File: config.mk
export PLATFORM = sky130hd
export DESIGN_NAME = fbc_ctrl
export DESIGN_NICKNAME = d
export VERILOG_FILES = /design/src/rtl/fbc_pkg.sv /design/src/rtl/fbc_timer.sv /design/src/rtl/fbc_ctrl.sv
export SDC_FILE = /design/constraint.sdc
export NUM_CORES = 1
export LEC_CHECK = 0
export BUFFER_PORTS_ARGS = -buffer_cell sky130_fd_sc_hd__buf_2
export CAP_MARGIN = 20
export CORE_ASPECT_RATIO = 1.4
export CORE_MARGIN = 8
export CORE_UTILIZATION = 57
export DETAILED_ROUTE_END_ITERATION = 8
export GPL_ROUTABILITY_DRIVEN = 1
export PLACE_DENSITY_LB_ADDON = 0.15
export SETUP_SLACK_MARGIN = 0.02
export SLEW_MARGIN = 20
export SYNTH_ARGS = -nofsm -noshare
export SYNTH_HDL_FRONTEND = slang
export SYNTH_SLANG_ARGS = --single-unit
File: constraint.sdc
create_clock -name clk -period 8.1 [get_ports clk]
set_clock_uncertainty 0.2 [all_clocks]
set_input_delay 0.405 -clock clk [delete_from_list [all_inputs] [get_ports clk]]
set_output_delay 0.405 -clock clk [all_outputs]
set_load 0.03 [all_outputs]
File: src/rtl/fbc_pkg.sv
// fbc_pkg: constants and carrier types for the flash bus controller
// assumes a 125 MHz system clock; times are converted to cycle counts here
package fbc_pkg;

  localparam int CLK_PERIOD_PS = 8000;

  // pin and data widths
  localparam int ADDR_W = 22;
  localparam int DATA_W = 16;

  // reset and wake-up times as documented, in their own units
  localparam int RESET_PULSE_WIDTH_NS    = 100;
  localparam int ABORT_ERASE_US          = 22;
  localparam int ABORT_PROGRAM_US        = 12;
  localparam int READ_WAKEUP_TIME_NS     = 150;
  localparam int WRITE_WAKEUP_TIME_WE_NS = 150;

  // bus cycle timing in ns
  localparam int READ_ACCESS_NS  = 70;
  localparam int WRITE_PULSE_NS  = 45;
  localparam int WRITE_SETUP_NS  = 10;

  function automatic int ns_up(input int ns);
    int c;
    c = (ns * 1000 + CLK_PERIOD_PS - 1) / CLK_PERIOD_PS;
    return (c < 1) ? 1 : c;
  endfunction

  // least times round up to whole cycles
  localparam int RESET_PULSE_CYC = ns_up(RESET_PULSE_WIDTH_NS);
  localparam int ABORT_CYC       = ns_up(ABORT_ERASE_US * 1000);
  localparam int READ_WAKE_CYC   = ns_up(READ_WAKEUP_TIME_NS);
  localparam int WRITE_WAKE_CYC  = ns_up(WRITE_WAKEUP_TIME_WE_NS);
  localparam int READ_ACC_CYC    = ns_up(READ_ACCESS_NS) + 2;
  localparam int WRITE_PULSE_CYC = ns_up(WRITE_PULSE_NS);
  localparam int WRITE_SETUP_CYC = ns_up(WRITE_SETUP_NS);

  localparam int CNT_W = 16;

  // commands written to the command interface
  localparam logic [DATA_W-1:0] CMD_READ_ARRAY = 16'h00FF;
  localparam logic [DATA_W-1:0] CMD_READ_STAT  = 16'h0070;
  localparam logic [7:0]        STATUS_READY   = 8'h80;

  // user-side request and pin bundle
  typedef struct packed {
    logic              write;
    logic [ADDR_W-1:0] addr;
    logic [DATA_W-1:0] data;
  } fbc_req_type;

  typedef struct packed {
    logic ce_n;
    logic oe_n;
    logic we_n;
    logic reset_powerdown_n;
  } fbc_ctl_type;

endpackage

File: src/rtl/fbc_timer.sv
// fbc_timer: loadable down-counter giving a done pulse
// assumes the load value is at least one
`timescale 1ns/1ps
`default_nettype none
module fbc_timer #(
  parameter int W = 16
) (
  // clock and reset
  input  wire logic         clk,
  input  wire logic         rst,
  // control
  input  wire logic         load,
  input  wire logic [W-1:0] value,
  output logic              busy,
  output logic              done
);

  logic [W-1:0] cnt_reg;

  // count down to zero after a load
  always_ff @(posedge clk or posedge rst) begin
    if (rst) begin
      cnt_reg <= '0;
    end else if (load) begin
      cnt_reg <= value;
    end else if (cnt_reg != '0) begin
      cnt_reg <= cnt_reg - W'(1);
    end
  end

  assign busy = (cnt_reg != '0);
  assign done = (cnt_reg == W'(1)) && !load;

endmodule
`default_nettype wire

File: src/rtl/fbc_ctrl.sv
// fbc_ctrl: host-side controller driving the flash pins
// assumes flash pins are sampled asynchronously and the bus pad resolves dq from dq_oe
//
// Overview of operation
// - read needs ce, oe low, we, reset high
// - write needs ce, we low, oe high
// - wait wake-up times before reads, writes
// - after abort, wake-up counts from shutdown end
// - drive reset from processor reset
// - hold reset low minimum pulse width
// - issue read array after program/erase (fbc_ctrl issues no commands itself; the user must write CMD_READ_ARRAY)
`timescale 1ns/1ps
`default_nettype none
module fbc_ctrl
  import fbc_pkg::*;
#(
  parameter int ABORT_CYCLES = fbc_pkg::ABORT_CYC
) (
  // clock and reset
  input  wire logic                         clk,
  input  wire logic                         rst,
  // user request side
  input  wire logic                         req_valid,
  input  wire fbc_pkg::fbc_req_type         req,
  output logic                              req_ready,
  input  wire logic                         flash_reset_req,
  input  wire logic                         op_running,
  output logic                              rsp_valid,
  output logic [fbc_pkg::DATA_W-1:0]        rsp_data,
  // flash pins
  output fbc_pkg::fbc_ctl_type              ctl,
  output logic [fbc_pkg::ADDR_W-1:0]        addr,
  output logic [fbc_pkg::DATA_W-1:0]        dq_out,
  output logic                              dq_oe,
  input  wire logic [fbc_pkg::DATA_W-1:0]   dq_in
);

  import fbc_pkg::*;

  typedef enum {ST_RESET, ST_SHUTDOWN, ST_WAKE, ST_IDLE, ST_RD, ST_WR_SETUP, ST_WR_PULSE,
                ST_WR_HOLD} fbc_state_type;

  fbc_state_type       state_reg;
  fbc_state_type       state_next;
  logic [DATA_W-1:0]   dq_s1_reg;
  logic [DATA_W-1:0]   dq_s2_reg;
  logic                timer_load;
  logic [CNT_W-1:0]    timer_value;
  logic                timer_busy;
  logic                boot_reg;
  logic                aborting;

  ////////////////////////////////////////////////////////////////
  // shared timer for pulse widths, wake-up and shutdown
  fbc_timer #(.W(CNT_W)) u_timer (
    .clk   (clk),
    .rst   (rst),
    .load  (timer_load),
    .value (timer_value),
    .busy  (timer_busy),
    .done  ()
  );

  // two-flop synchroniser for returning data
  always_ff @(posedge clk or posedge rst) begin
    if (rst) begin
      dq_s1_reg <= '0;
      dq_s2_reg <= '0;
    end else begin
      dq_s1_reg <= dq_in;
      dq_s2_reg <= dq_s1_reg;
    end
  end

  assign aborting = op_running;

  ////////////////////////////////////////////////////////////////
  // next-state and timer loads
  always_comb begin
    state_next  = state_reg;
    timer_load  = 1'b0;
    timer_value = '0;
    case (state_reg)
      ST_RESET: begin
        // hold reset at least the pulse width; abort takes the shutdown time
        if (boot_reg) begin
          // pin was low only while rst stood: stretch it to the least width
          timer_load  = 1'b1;
          timer_value = CNT_W'(RESET_PULSE_CYC);
        end else if (!flash_reset_req && !timer_busy) begin
          state_next  = ST_WAKE;
          timer_load  = 1'b1;
          timer_value = CNT_W'(WRITE_WAKE_CYC);
        end
      end
      ST_SHUTDOWN: begin
        // wait out the abort shutdown before counting wake-up
        if (!timer_busy) begin
          state_next = ST_RESET;
        end
      end
      ST_WAKE: begin
        if (flash_reset_req) begin
          state_next  = ST_RESET;
          timer_load  = 1'b1;
          timer_value = CNT_W'(RESET_PULSE_CYC);
        end else if (!timer_busy) begin
          state_next = ST_IDLE;
        end
      end
      ST_IDLE: begin
        if (flash_reset_req) begin
          // processor reset drives flash reset
          state_next  = aborting ? ST_SHUTDOWN : ST_RESET;
          timer_load  = 1'b1;
          timer_value = aborting ? CNT_W'(ABORT_CYCLES) : CNT_W'(RESET_PULSE_CYC);
        end else if (req_valid && req.write) begin
          state_next  = ST_WR_SETUP;
          timer_load  = 1'b1;
          timer_value = CNT_W'(WRITE_SETUP_CYC);
        end else if (req_valid) begin
          state_next  = ST_RD;
          timer_load  = 1'b1;
          timer_value = CNT_W'(READ_ACC_CYC);
        end
      end
      ST_RD: begin
        if (!timer_busy) begin
          state_next = ST_IDLE;
        end
      end
      ST_WR_SETUP: begin
        if (!timer_busy) begin
          state_next  = ST_WR_PULSE;
          timer_load  = 1'b1;
          timer_value = CNT_W'(WRITE_PULSE_CYC);
        end
      end
      ST_WR_PULSE: begin
        if (!timer_busy) begin
          state_next  = ST_WR_HOLD;
          timer_load  = 1'b1;
          timer_value = CNT_W'(WRITE_SETUP_CYC);
        end
      end
      ST_WR_HOLD: begin
        if (!timer_busy) begin
          state_next = ST_IDLE;
        end
      end
      default: begin
        state_next = ST_RESET;
      end
    endcase
  end

  // state register; start in reset so the flash is held
  always_ff @(posedge clk or posedge rst) begin
    if (rst) begin
      state_reg <= ST_RESET;
    end else begin
      state_reg <= state_next;
    end
  end

  // marks the first cycle out of rst, so the reset pin is held for its least width
  always_ff @(posedge clk or posedge rst) begin
    if (rst) begin
      boot_reg <= 1'b1;
    end else begin
      boot_reg <= 1'b0;
    end
  end

  ////////////////////////////////////////////////////////////////
  // pin drive: control strobes
  always_ff @(posedge clk or posedge rst) begin
    if (rst) begin
      ctl <= '{ce_n: 1'b1, oe_n: 1'b1, we_n: 1'b1, reset_powerdown_n: 1'b0};
    end else begin
      ctl.reset_powerdown_n <= !(state_next inside {ST_RESET, ST_SHUTDOWN});
      ctl.ce_n <= !(state_next inside {ST_RD, ST_WR_SETUP, ST_WR_PULSE});
      ctl.oe_n <= !(state_next == ST_RD);
      ctl.we_n <= !(state_next == ST_WR_PULSE);
    end
  end

  // address and write data stay stable across the strobe and its release
  always_ff @(posedge clk or posedge rst) begin
    if (rst) begin
      addr   <= '0;
      dq_out <= '0;
      dq_oe  <= 1'b0;
    end else begin
      if (state_reg == ST_IDLE && state_next != ST_IDLE && !flash_reset_req) begin
        addr   <= req.addr;
        dq_out <= req.data;
      end
      dq_oe <= state_next inside {ST_WR_SETUP, ST_WR_PULSE, ST_WR_HOLD};
    end
  end

  // read data capture at the end of the access
  always_ff @(posedge clk or posedge rst) begin
    if (rst) begin
      rsp_valid <= 1'b0;
      rsp_data  <= '0;
    end else begin
      rsp_valid <= (state_reg == ST_RD) && !timer_busy;
      if ((state_reg == ST_RD) && !timer_busy) begin
        rsp_data <= dq_s2_reg;
      end
    end
  end

  assign req_ready = (state_reg == ST_IDLE) && !flash_reset_req;

endmodule
`default_nettype wire

==> results.cfg, run 1 <==
[run_status]
status = finished, final reports clean

[worst_setup_path]
cpLargestDelayFamily = simple AND/OR/NAND/NOR gates
crit_fanout = 16
critical-path-max-stage-delay_ns = 0.86
startpoint_type = register
endpoint_kind = register
required_ns = 8.18
cp_cell_sequence = or4_1, nor2_1, nand3_1, or3_1, mux2_4
worstReg2RegStart = state_reg[4]$_DFF_PP0_
crit_arrival_ns = 3.16
crit_type = register to register
cp.buffers_inverters = 0
slowest_stage = or3_1
crit_path_start = state_reg[4]$_DFF_PP0_

[place]
dp_hpwl_mm = 7.96
placed_area_um2 = 6000
port_buffers = 120
gp_congestion = 0.918
dp.cells = 615

[cts]
post_cts_buffers = 0
clkSinkCount = 141
cts_resized = 0
clkTransAtPathRegs_ns = 0.06
worstSkewPairLatency_ns = 0.41
cts-root-buf = clkbuf_16
clockBufferDepth = 2
cts-htree-levels = 4
cts_tree = yes
cts_made_buffers = 17

[floorplanning]
num_rows = 41
dieWidth_um = 96.8
initial_utilization_pct = 58.3
io_pins = 121
die_h_um = 129
coreArea_um2 = 8930
die-area_um2 = 12500

[routing]
antenna_left = 0
drc = 0
routed_wl_mm = 11.4
dr.pass1.iters = 6
vias = 3402
viasPerCell = 5.13
drtIter0Drc = 167
wl_per_cell_um = 17.2

[pwr]
switchingPower_mw = 0.446
intPower_mw = 1.34
p_clk_share_pct = 42.8
power_density_nw_per_um2 = 264
p_leak_nw = 3.40
p_total_mw = 1.79
vdd_drop_max_v = 0.000197
power_frac_comb_pct = 11.4
seqPwrFrac_pct = 45.8
p_sw_share_pct = 25.0

[layout]
stdcell_area_um2 = 6770
final_common_cell = dfrtp_1
nets = 605
finalNonFillerCells = 663
layout_common_cells = 137 x dfrtp_1, 120 x buf_2, 44 x mux2_2
drive_gt1_share_pct = 40.3
area_growth_pct = 30.0
largest_reg_flops = 32
antenna_cells = 0

[timing]
grt_setup_unrepaired = no
fin_tns_setup_ns = 0
finalHoldViolCount = 0
hold_slack_ns = 0.0223
slew_violations = 0
fmax_ghz = 0.326
timing.final.crit_share_pct = 37.9
setup_violations = 0
relSlewSlack_pct = 40.7
min_period_ns = 3.07
worstMarginPinSlew_ns = 0.889

[global_routing]
grt_max_degree = 87
overflow = 0
grt_pass1_vias = 3716
antenna_found_initial = 0
grt_pass1_wl_mm = 18.8
track_usage_pct = 19.1

[synth]
synthesis.area_um2 = 5210
yosys.cell_types.count = 48
syn_inst = 373
syn_area_per_cell_um2 = 14.0
synthFlopType = dfrtp_1
ys_seq_area_share_pct = 67.9
synth-edff-count = 0
ys_async_sr_fraction_pct = 100
yosysWarnings = 0
ys_ff_latch = 141

[worst_hold_path]
hold_path.startpoint = req[26]
hold_class = input pin to register

[flow_run]
cap_violations = 0
==> per-layer routing <==
layer / global-route usage (%) / share of wire, % / vias up
li1: - / - / 1615
met1: 20.2 / 38 / 1676
met3: 8.25 / 5.9 / 16
met4: 7.54 / 2.0 / 0
met5: 0 / 0 / -
met2: 32.9 / 55 / 95
==> final cells by class <==
cell class | instances | area (um^2)
clock inverters | 9 | 109
multi-input cells | 235 | 1680
inverters | 10 | 42.5
fillers | 612 | 2160
well taps | 107 | 134
repair buffers | 139 | 786
clock buffers | 22 | 484
flip-flops and latches | 141 | 3530
==> synth_stat cells, types with 4 or more instances <==
| library cell | n | area share [%] |
|---|---|---|
| dfrtp_1 | 137 | 66 |
| mux2_2 | 44 | 9.5 |
| nor2_1 | 24 | 1.7 |
| nand2_1 | 14 | 1.0 |
| o21ai_0 | 12 | 1.2 |
| nor4_1 | 11 | 1.3 |
| inv_1 | 10 | 0.72 |
| mux2_4 | 10 | 2.9 |
| nor3_1 | 9 | 0.87 |
| xnor2_1 | 8 | 1.3 |
| a21oi_1 | 7 | 0.67 |
| buf_2 | 7 | 0.67 |
| nand3_1 | 7 | 0.67 |
| clkbuf_1 | 6 | 0.43 |
| or3_1 | 6 | 0.72 |
| xor2_1 | 6 | 1.0 |
| o21a_1 | 5 | 0.72 |
| dfstp_2 | 4 | 2.0 |
| nand2b_1 | 4 | 0.48 |
| or4_1 | 4 | 0.58 |
==> logic make-up after synthesis <==
logic type	count (synthesis)	synth area share, %
flip-flops	141	67.9
other	1	0.0720
AO/OA/AOI/OAI	40	4.95
buffers and inverters	26	2.21
XOR/XNOR	14	2.36
AND/OR/NAND/NOR	95	9.71
adder cells (fa/ha/maj)	1	0.240
multiplexers	55	12.6
==> worst reg2reg max path, cell delays in order (launching register included) <==
cell     delay (ns)
dfrtp_1        0.35
or4_1          0.51
nor2_1         0.21
nand3_1        0.38
or3_1          0.86
mux2_4         0.44
==> final timing paths <==
check / slack (ns) / to / cells past startpoint
setup reg to reg: 5.03 / rsp_data[9]$_DFFE_PP0P_ / 5
min in group asynchronous: 0.52 / state_reg[18]$_DFF_PP0_ / 3
hold / removal: 0.02 / addr[10]$_DFFE_PP0P_ / 2
max in group asynchronous: 6.01 / u_timer.cnt_reg[9]$_DFFE_PP0P_ / 4
hold reg to reg: 0.15 / dq_s2_reg[6]$_DFF_PP0_ / 0
setup / recovery: 5.03 / rsp_data[9]$_DFFE_PP0P_ / 5
==> per-stage QoR <==
stage	util, %	setup slack, ns
after floorplan	-	3.72
after global placement	67.2	4.99
after detailed placement	67.3	5.03
after CTS	75.8	4.99
after global routing	75.8	4.82
final	75.8	5.03
==> what timing repair did <==
action                                 CTS  global route
endpoints found under the hold margin   98             0
hold buffers                            17             0
setup endpoints to repair                0             0
==> power groups by stage <==
stage / Clock (mW) / Combinational (mW) / Sequential [mW]
3_3_place_gp: 0 / 0.191 / 0.823
5_1_grt: 0.810 / 0.228 / 0.826
6_report: 0.765 / 0.204 / 0.817
4_1_cts: 0.779 / 0.206 / 0.818
3_5_place_dp: 0 / 0.195 / 0.829
2_1_floorplan: 0 / 0.135 / 0.827
Power figures use the tool's default switching activity.
==> inputs of run 2 (changes only) <==
--- a/config.mk
+++ b/config.mk
@@ -9,7 +9,7 @@
 export CAP_MARGIN = 20
 export CORE_ASPECT_RATIO = 1.4
 export CORE_MARGIN = 8
-export CORE_UTILIZATION = 57
+export CORE_UTILIZATION = 48
 export DETAILED_ROUTE_END_ITERATION = 8
 export GPL_ROUTABILITY_DRIVEN = 1
 export PLACE_DENSITY_LB_ADDON = 0.15
==> constraint.sdc (replaced) <==
create_clock -name clk -period 2.69 [get_ports clk]
set_clock_uncertainty 0.2 [all_clocks]
set_input_delay 0.1345 -clock clk [delete_from_list [all_inputs] [get_ports clk]]
set_output_delay 0.1345 -clock clk [all_outputs]
set_load 0.03 [all_outputs]
==> run 2 against run 1 <==
Worst hold slack better by 0.026 ns. Core utilization shrank 6.7 points. Sequential cell count is the same. Total power grew to 3.1 times the previous value. Non-clock buffer count increased by 57. Cell area increased by 9.2%. Sequential share of layout area is 4.4 points lower.
==> results.cfg, run 2 (synthesized netlist as in run 1, its figures left out) <==
[worst_setup_path]
rrSetupSlack_ns = 0.14
required_ns = 2.83
cp_cell_sequence = inv_1, ha_1, nand2b_1, or3_1, o31a_1, or3_1, a31o_2, o21ai_2
cp_common_cell = or3_1
reg2reg_depth = 8
critical-path-max-stage-delay_ns = 0.47
crit_arrival_ns = 2.68
endpoint_kind = register
startpoint_type = register
worstReg2RegStart = u_timer.cnt_reg[0]$_DFFE_PP0P_
crit_type = register to register
crit_fanout = 6
worstReg2RegEnd = ctl[3]$_DFF_PP1_
slowest_stage = or3_1

[global_routing]
overflow = 0
grt_pass1_wl_mm = 20.0
antenna_found_initial = 0
grt_max_degree = 39
track_usage_pct = 17.2
grt_pass1_vias = 4105

[routing]
wl_met1_mm = 4.35
dr.pass1.iters = 4
drc = 0
drtIter0Drc = 199
antenna_left = 0
wl_per_cell_um = 15.7
vias = 3669
viasPerCell = 4.86
dr.max_layer_used = met4
routed_wl_mm = 11.8
met3_length_um = 770
met2_length_mm = 6.45

[worst_hold_path]
whs_path_depth = 4
hold_path.startpoint = flash_reset_req
hold_class = input pin to register
whs_endpoint = u_timer.cnt_reg[4]$_DFFE_PP0P_

[layout]
largest_reg_flops = 32
drive_gt1_share_pct = 39.7
stdcell_area_um2 = 7390
fill_cells = 774
area_growth_pct = 42.0
post-route-util_pct = 69.1
final_common_cell = dfrtp_1
nets = 662
finalNonFillerCells = 755
antenna_cells = 0
layout_common_cells = 137 x dfrtp_1, 119 x buf_2, 56 x dlygate4sd3_1

[cts]
clockBufferDepth = 2
cts-root-buf = clkbuf_16
cts_made_buffers = 17
cts_tree = yes
cts-htree-levels = 4
clkSinkCount = 141
clkTransAtPathRegs_ns = 0.06
post_cts_buffers = 0
worstSkewPairLatency_ns = 0.40

[timing]
slew_violations = 0
timing.final.crit_share_pct = 94.6
grt_setup_unrepaired = yes
hold_slack_ns = 0.0485
relSlewSlack_pct = 54.1
setup_violations = 0
fin_tns_setup_ns = 0
worstMarginPinSlew_ns = 0.687
fmax_ghz = 0.393
finalHoldViolCount = 0
min_period_ns = 2.55

[pwr]
seqPwrFrac_pct = 45.0
p_leak_nw = 3.66
power_frac_comb_pct = 12.6
p_clk_share_pct = 42.3
power_density_nw_per_um2 = 738
p_sw_share_pct = 25.7
switchingPower_mw = 1.40
intPower_mw = 4.05
vdd_drop_max_v = 0.000609

[place]
dp.cells = 667
gp_congestion = 0.929
dp_hpwl_mm = 8.16
port_buffers = 120
placed_area_um2 = 6220

[flow_run]
cap_violations = 0

[floorplanning]
die_h_um = 139
die-area_um2 = 14500
initial_utilization_pct = 48.7
coreArea_um2 = 10700
io_pins = 121
num_rows = 45
dieWidth_um = 104

[run_status]
status = finished, final reports clean
## run 2: cell type report
cell class                      instances  area [um^2]  area share (%)
Sequential cell                       141         3530            47.8
Multi-Input combinational cell        235         1680            22.7
Timing Repair Buffer                  196         1360            18.4
Clock buffer                           18          439            5.94
Tap cell                              141          176            2.39
Clock inverter                         14          161            2.18
Inverter                               10         41.3           0.559
## run 2: how the worst max path moves through the flow
stage                                         startpoint                              to  slack, ns  depth (start not counted)
final                     u_timer.cnt_reg[0]$_DFFE_PP0P_                ctl[3]$_DFF_PP1_       0.14                          8
after global routing      u_timer.cnt_reg[0]$_DFFE_PP0P_  u_timer.cnt_reg[7]$_DFFE_PP0P_      -0.03                         10
after CTS                        state_reg[12]$_DFF_PP0_                       req_ready       0.07                          6
after detailed placement  u_timer.cnt_reg[0]$_DFFE_PP0P_                ctl[3]$_DFF_PP1_       0.15                          8
after global placement    u_timer.cnt_reg[0]$_DFFE_PP0P_                ctl[3]$_DFF_PP1_       0.20                          8
after floorplan           u_timer.cnt_reg[5]$_DFFE_PP0P_         rsp_data[0]$_DFFE_PP0P_       0.22                          7
## run 2: repair_timing
item,4_1_cts,5_1_grt
resized for setup,0,3
endpoints found under the hold margin,80,0
endpoints found under the setup margin,0,7
hold buffers,56,0
## run 2: layer usage
metal  track usage [%]  vias up
met2              30.1      117
met5                 0        -
li1                  -     1720
met4              8.19        0
met1              17.8     1809
met3              6.19       23
## run 2: power groups by stage
stage               registers, mW  logic (mW)  clock network, mW
floorplan                    2.49       0.408                  0
global placement             2.48       0.615                  0
detailed placement           2.49       0.623                  0
CTS                          2.46       0.691               2.37
global route                 2.49       0.768               2.45
finish                       2.46       0.690               2.31
## run 2: metrics by stage
step / setup WS (ns) / power [mW]
after floorplan: 0.220 / 2.90
after global placement: 0.199 / 3.10
after detailed placement: 0.146 / 3.12
after CTS: 0.0749 / 5.52
after global routing: -0.0258 / 5.71
final: 0.144 / 5.46
## run 2: critical path, delay by kind of cell, from the launching register on
| family | cells | cell delay [ns] |
|---|---|---|
| fa+ha+maj | 1 | 0.17 |
| compound gates | 3 | 0.69 |
| simple gates | 3 | 0.94 |
| buf+inv | 1 | 0.07 |
| flops | 1 | 0.40 |
